===== src/hdl/clock_select_map.svh =====
/*
  Constants for the dual clock select buffer: reset values, synchroniser
  depth and switch bounds. Assumes inclusion by bare name from the package
  and design files.
*/
`ifndef CLOCK_SELECT_MAP_SVH
`define CLOCK_SELECT_MAP_SVH

// Reset values of the control state
`define GATE_RESET        1'b0
`define SYNC_RESET        1'b0

// Number of active edges the select path is resynchronised over
`define SYNC_STAGES       2

// Longest switch in the legacy select-pin preset, in slow-clock cycles
`define LEGACY_SWITCH_MAX 3

// Preset codes on the presetMode port
`define PRESET_W          3
`define PRESET_FULL       3'h0
`define PRESET_PLAIN      3'h1
`define PRESET_GATED      3'h2
`define PRESET_MUX        3'h3
`define PRESET_LEGACY     3'h4
`define PRESET_LEGACY_CE  3'h5

`endif


===== src/hdl/clock_select_pkg.sv =====
/*
  Types for the dual clock select buffer.
  Assumes clock_select_map.svh is on the include path.
*/
`include "clock_select_map.svh"

package clock_select_pkg;

  // Last input that was validly selected
  typedef enum logic [1:0] {
    SEL_NONE,
    SEL_A,
    SEL_B
  } sel_e;

  typedef logic [`PRESET_W-1:0] preset_t;

endpackage


===== src/hdl/dual_clock_select_buffer.sv =====
/*
  Glitch-free 2:1 clock select buffer, modelled as sampled logic on clk_sys.
  Assumes both input clocks and all controls are synchronous to clk_sys and
  much slower than it; configuration inputs are static after reset.
*/
`timescale 1ns/1ps
`include "clock_select_map.svh"

// Overview of operation
// - Input A passes only with select0 and enable0 high; B likewise with pair 1.
// - With idle 0, wait for old clock fall, hold low, start on new fall.
// - A raised bypass guard drops its input as soon as selection changes.
// - Both pairs asserted together keep the previously valid input.
// - With nothing selected the output sits at the idle level.
// - Select path is resynchronised and glitch-free; enable path is faster.
// - With selects tied high, enables switch unsynchronised but still wait for old fall.
// - Idle level sets reset output, active edge and level held while switching.
// - Startup picks choose the input used after reset; never both.
// - Guard on B lets a move from B to A finish with no B fall.
// - Plain buffer preset follows input A continuously.
// - Low-idle gate low before a rise blocks that pulse, output low.
// - Low-idle gate changes in the high phase act after the fall.
// - High-idle gate blocks on falls, holds high, completes low pulses.
// - Low-idle mux: pick drives enables; wait A low, hold until B falls.
// - High-idle mux switches on rising edges, holding the output high.
// - Legacy preset: pick drives selects; late change passes one extra pulse.
// - Legacy preset finishes the move within three slow-clock cycles.
// - Selects are taken at the active edge, enables at once.
// - With both guards high, moving select and enable to pair 1 moves to B immediately.
// - Legacy with enable: enable low drives output low after the fall.
module dual_clock_select_buffer (
  // System
  input  wire logic                      clk_sys,
  input  wire logic                      sys_rst,
  // Input clocks
  input  wire logic                      clockInA,
  input  wire logic                      clockInB,
  // Full control set
  input  wire logic                      selectIn0,
  input  wire logic                      selectIn1,
  input  wire logic                      enableIn0,
  input  wire logic                      enableIn1,
  input  wire logic                      bypassGuardIn0,
  input  wire logic                      bypassGuardIn1,
  // Preset controls
  input  wire clock_select_pkg::preset_t presetMode,
  input  wire logic                      pickLine,
  input  wire logic                      gateEnable,
  // Configuration
  input  wire logic                      idleLevel,
  input  wire logic                      startupPickA,
  input  wire logic                      startupPickB,
  // Outputs
  output logic                           clkOut,
  output logic                           activeA,
  output logic                           activeB
);

  logic                  prevAReg;
  logic                  prevBReg;
  logic                  syncA1Reg;
  logic                  syncA2Reg;
  logic                  syncB1Reg;
  logic                  syncB2Reg;
  logic                  gateAReg;
  logic                  gateANext;
  logic                  gateBReg;
  logic                  gateBNext;
  logic                  clkOutReg;
  logic                  clkOutNext;
  clock_select_pkg::sel_e lastSelReg;
  clock_select_pkg::sel_e lastSelNext;

  // Effective controls after preset decode
  wire s0;
  wire s1;
  wire ce0;
  wire ce1;
  wire g0;
  wire g1;

  function automatic logic activeEdge(input logic prevLvl, input logic nowLvl, input logic idle);
    activeEdge = (prevLvl != idle) && (nowLvl == idle);
  endfunction

  function automatic logic presetPick(input clock_select_pkg::preset_t p, input clock_select_pkg::preset_t want);
    presetPick = (p == want);
  endfunction

  wire isFull     = presetPick(presetMode, `PRESET_FULL);
  wire isPlain    = presetPick(presetMode, `PRESET_PLAIN);
  wire isGated    = presetPick(presetMode, `PRESET_GATED);
  wire isMux      = presetPick(presetMode, `PRESET_MUX);
  wire isLegacy   = presetPick(presetMode, `PRESET_LEGACY);
  wire isLegacyCe = presetPick(presetMode, `PRESET_LEGACY_CE);

  // Unknown preset codes select nothing and idle
  assign s0  = isFull ? selectIn0 : (isPlain | isGated | isMux) ? 1'b1 : (isLegacy | isLegacyCe) & ~pickLine;
  assign s1  = isFull ? selectIn1 : isMux ? 1'b1 : (isLegacy | isLegacyCe) & pickLine;
  assign ce0 = isFull ? enableIn0 : isPlain | isLegacy | (isGated & gateEnable) | (isMux & ~pickLine)
               | (isLegacyCe & gateEnable);
  assign ce1 = isFull ? enableIn1 : isLegacy | (isMux & pickLine) | (isLegacyCe & gateEnable);
  assign g0  = isFull & bypassGuardIn0;
  assign g1  = isFull & bypassGuardIn1;

  wire edgeA  = activeEdge(prevAReg, clockInA, idleLevel);
  wire edgeB  = activeEdge(prevBReg, clockInB, idleLevel);
  wire idleA  = (clockInA == idleLevel);
  wire idleB  = (clockInB == idleLevel);

  // Guarded inputs see their select at once; others only after two active edges
  wire selA   = g0 ? s0 : syncA2Reg;
  wire selB   = g1 ? s1 : syncB2Reg;
  wire reqA   = selA & ce0;
  wire reqB   = selB & ce1;
  // Both requested: stay where we were
  wire tgtA   = reqA & (~reqB | (lastSelReg == clock_select_pkg::SEL_A));
  wire tgtB   = reqB & (~reqA | (lastSelReg == clock_select_pkg::SEL_B));

  // Unguarded inputs drop only at the idle level, so their pulse in flight completes
  wire dropA  = gateAReg & ~tgtA & (g0 | idleA);
  wire dropB  = gateBReg & ~tgtB & (g1 | idleB);
  wire freeA  = ~gateBReg | dropB;
  wire freeB  = ~gateAReg | dropA;
  // Re-enable of the same input is quick; a real switch waits for the new edge
  wire waitA  = idleA & (edgeA | lastSelReg == clock_select_pkg::SEL_A);
  wire waitB  = idleB & (edgeB | lastSelReg == clock_select_pkg::SEL_B);
  // A guard also skips the level test, so a stopped clock cannot block the move
  wire startA = ~gateAReg & tgtA & freeA & (g0 | waitA);
  wire startB = ~gateBReg & tgtB & freeB & (g1 | waitB);

  assign gateANext   = startA | (gateAReg & ~dropA);
  assign gateBNext   = startB | (gateBReg & ~dropB);
  assign lastSelNext = tgtA ? clock_select_pkg::SEL_A : tgtB ? clock_select_pkg::SEL_B : lastSelReg;
  assign clkOutNext  = gateANext ? clockInA : gateBNext ? clockInB : idleLevel;

  always_ff @(posedge clk_sys) begin
    if (sys_rst) begin
      prevAReg <= idleLevel;
      prevBReg <= idleLevel;
    end else begin
      prevAReg <= clockInA;
      prevBReg <= clockInB;
    end
  end

  // Two stages per input, stepped only by that input's active edge
  // Bounds a legacy move to about three edges of the slower clock
  always_ff @(posedge clk_sys) begin
    if (sys_rst) begin
      syncA1Reg <= startupPickA & ~startupPickB;
      syncA2Reg <= startupPickA & ~startupPickB;
    end else if (edgeA) begin
      syncA1Reg <= s0;
      syncA2Reg <= syncA1Reg;
    end
  end

  always_ff @(posedge clk_sys) begin
    if (sys_rst) begin
      syncB1Reg <= startupPickB & ~startupPickA;
      syncB2Reg <= startupPickB & ~startupPickA;
    end else if (edgeB) begin
      syncB1Reg <= s1;
      syncB2Reg <= syncB1Reg;
    end
  end

  always_ff @(posedge clk_sys) begin
    if (sys_rst) begin
      gateAReg   <= startupPickA & ~startupPickB;
      gateBReg   <= startupPickB & ~startupPickA;
      lastSelReg <= startupPickA ? clock_select_pkg::SEL_A :
                    startupPickB ? clock_select_pkg::SEL_B : clock_select_pkg::SEL_NONE;
      clkOutReg  <= idleLevel;
    end else begin
      gateAReg   <= gateANext;
      gateBReg   <= gateBNext;
      lastSelReg <= lastSelNext;
      clkOutReg  <= clkOutNext;
    end
  end

  assign clkOut  = clkOutReg;
  assign activeA = gateAReg;
  assign activeB = gateBReg;
endmodule


===== config.mk =====
export PLATFORM = sky130hd
export DESIGN_NAME = dual_clock_select_buffer
export DESIGN_NICKNAME = d
export VERILOG_FILES = /design/src/hdl/clock_select_pkg.sv /design/src/hdl/dual_clock_select_buffer.sv
export VERILOG_INCLUDE_DIRS = /design/src /design/src/hdl
export SDC_FILE = /design/constraint.sdc
export NUM_CORES = 1
export LEC_CHECK = 0
export ABC_AREA = 1
export ABC_CLOCK_PERIOD_IN_PS = 3590
export BUFFER_PORTS_ARGS = -buffer_cell sky130_fd_sc_hd__buf_2
export CELL_PAD_IN_SITES_DETAIL_PLACEMENT = 1
export CELL_PAD_IN_SITES_GLOBAL_PLACEMENT = 1
export CORE_MARGIN = 5
export CORE_UTILIZATION = 31
export CTS_CLUSTER_DIAMETER = 60
export DETAILED_ROUTE_END_ITERATION = 10
export PLACE_DENSITY_LB_ADDON = 0.05
export SLEW_MARGIN = 20
export SYNTH_ARGS = -nofsm -noshare
export SYNTH_HDL_FRONTEND = slang
export SYNTH_SLANG_ARGS = --single-unit

===== constraint.sdc =====
create_clock -name clk_sys -period 3.59 [get_ports clk_sys]
set_input_delay 1.077 -clock clk_sys [delete_from_list [all_inputs] [get_ports clk_sys]]
set_output_delay 1.077 -clock clk_sys [all_outputs]
set_load 0.005 [all_outputs]

==> qor.yml <==
outcome: "completed"
path_buf_inv: 1
h-tree-depth: 1
cp_slowest_stage_delay_ns: 0.23
wl_mm: 2.082
pin_count: 21
grt_overflow_total: 0
cts_hold_buffers: 0
dieArea_sq_um: 3748
fin_skew_ns: 0.0002687
p_leak_nw: 0.5184
finalCriticalPeriod_ns: 2.257
core_area_sq_um: 2500
antenna_found_initial: 0
drive_gt1_share_pct: 30.99
postRouteAntennaNets: 0
setup_viol: 0
path_max_fanout: 6
synthTopCellsByCount: "39 x nand2_1, 14 x inv_1, 11 x nand3_1"
synth_nets: 137
slew_headroom_pct: 74.49
slew_viol_final: 0
ys_ff_latch: 11
first_pass_iters: 4
grt_max_degree: 12
cts-resized-gates: 0
syn_area_sq_um: 813.3
port_buffers: 20
die_x_um: 61.22
rsz0062_at_grt: "no"
worst_hold_path_type: "reg -> reg"
cts_tree: "done"
setup-tns-final_ns: 0
cp.required_ns: 3.75
cts_inserted_buffers: 3
synth_warnings: 0
synth_cells: 119
ir_drop_mv: 0.2156
synth_top_family_by_area: "simple AND/OR/NAND/NOR gates"
synth_compound_gate_area_share_pct: 5.846
cts-root-buf: "clkbuf_4"
grt_pass1_vias: 850
hold_violations: 0
vias: 798
fill_cells: 330
start_kind: "input pin"
clock_path_buffers: 2
finalNetCount: 161
synthAdderAreaFrac_pct: 0
drc: 0
yosys_most_used_dff: "edfxtp_1"
max_freq_mhz: 443.0
clk_pin_slew_worst_paths_ns: 0.07
grt.total_usage_pct: 12.89
synth_seq_area_share_pct: 34.46
arrival_ns: 2.42
synthMuxAreaShare_pct: 0
area_delta_synth_final_pct: 19.23
synthArstFlopShare_pct: 0
initialDrtViolationCount: 41
crit_type: "in -> reg"
grt_pass1_wl_mm: 3.643
synth-simple-area-share_pct: 51.85
wl_per_cell_um: 12.10
place.gp.congestion: 0.7529
max_cap_violations: 0
synth_area_leaders: "edfxtp_1 22%, nand2_1 18%, dfxtp_1 12%, nand2_2 7.7%, nand3_1 6.8%"
p_per_area_nw_per_um2: 330.2
synth_top_area_share_pct: 22.15
crit_path_frequent_cell: "nand2_2"
rows: 18
cts.sinks: 11
place_hpwl_mm: 1.819
antenna_cells: 0
worstSetupEndpointType: "flop"
viasPerCell: 4.640
die_h_um: 61.22
synth_edf_count: 6
yosys.area.top_type: "edfxtp_1"
initial_core_util_pct: 32.53
crit_slowest_cell: "or2_1"
synth-xor-area-share_pct: 0
hold_slack_ns: 0.5319
tightest_slew_ns: 0.3822
yosysMostFrequentCell: "nand2_1"
yosysUniqueCellTypes: 24
path_cells: "buf_2 > nor2_4 > nand2_2 > or2_1 > and3_4 > nand2_4 > nand2_1 > nand2_1 > nand2_1 > nand2_2 > nand2_2 > nand3_2 > nand2_2"
clk_latency_ns: 0.26
syn_area_per_cell_sq_um: 6.834
cts_setup_buffers: 0
path_delay_family: "simple AND/OR/NAND/NOR gates"
fin_crit_sh_pct: 62.88
cell type report:
cell class	instances	area (sq um)	area share, %
well taps	30	37.54	3.871
inverters	15	56.30	5.806
multi-input cells	92	469.2	48.39
repair buffers	20	100.1	10.32
flip-flops and latches	11	280.3	28.90
clock buffers	4	26.28	2.710
per-layer routing:
layer | GRT usage [%] | routed length, um | share of wire [%] | vias up
met2 | 21.60 | 962 | 46 | 9
met1 | 16.50 | 1022 | 49 | 357
met4 | 2.786 | 19 | 0.91 | 0
li1 | - | - | - | 430
met5 | 0 | 0 | 0 | -
met3 | 3.564 | 79 | 3.8 | 2
state kept, by name (all words and copies together) (netlist names):
| name | flops |
|---|---|
| syncB2Reg | 1 |
| activeA | 1 |
| prevBReg | 1 |
| syncB1Reg | 1 |
| lastSelReg | 2 |
| clkOut | 1 |
| activeB | 1 |
| prevAReg | 1 |
| syncA1Reg | 1 |
| syncA2Reg | 1 |
logic make-up (layout without fill, tap and decap cells):
family / Yosys count / count (layout)
AOI/OAI and AO/OA: 8 / 8
buffers and inverters: 16 / 39
DFF: 11 / 11
and+or+nand+nor: 84 / 84
metrics by stage:
step / utilization [%] / setup WS [ns] / cell area (sq um) / std cells / power, mW
3_3_place_gp: 37.74 / 1.085 / 943.4 / 168 / 0.2389
6_report: 38.79 / 1.333 / 969.7 / 172 / 0.3202
2_1_floorplan: - / 1.375 / 813.3 / 119 / 0.2112
3_5_place_dp: 37.74 / 1.053 / 943.4 / 168 / 0.2421
4_1_cts: 38.79 / 1.330 / 969.7 / 172 / 0.3261
5_1_grt: 38.79 / 1.190 / 969.7 / 172 / 0.3458
worst min-delay path, stage by stage, from the launching register on:
cell and delay (ns):
edfxtp_1 0.32, nand2_1 0.05, nand2_1 0.05
power breakdown:
group	switching, mW	total, mW	leakage (nW)	internal [mW]
clock network	0.0392	0.0821	0.0150	0.0429
logic	0.0532	0.0861	0.400	0.0329
registers	0.00462	0.152	0.104	0.147
cells in the final DEF, fill, tap and decap left out, types with 2 or more instances in the layout:
cell type	netlist	layout
nand4_1	2	2
a21oi_1	3	3
nand2_1	39	39
nor2_1	7	7
edfxtp_1	6	6
nand2_2	10	10
inv_1	14	14
nor2_2	3	3
clkbuf_4	0	3
nand3b_1	3	3
nand3_2	2	2
o21ai_0	3	3
nand3_1	11	11
buf_2	0	20
dfxtp_1	5	5
worst paths after layout:
kind | slack, ns | cells after the start | from | end
setup reg to reg | 2.09 | 9 | lastSelReg[1] | clkOut
hold reg to reg | 0.53 | 2 | syncB1Reg | syncB2Reg
setup / recovery | 1.33 | 13 | presetMode[1] | clkOut
hold / removal | 0.53 | 2 | syncB1Reg | syncB2Reg
(Power assumes the default switching activity.)
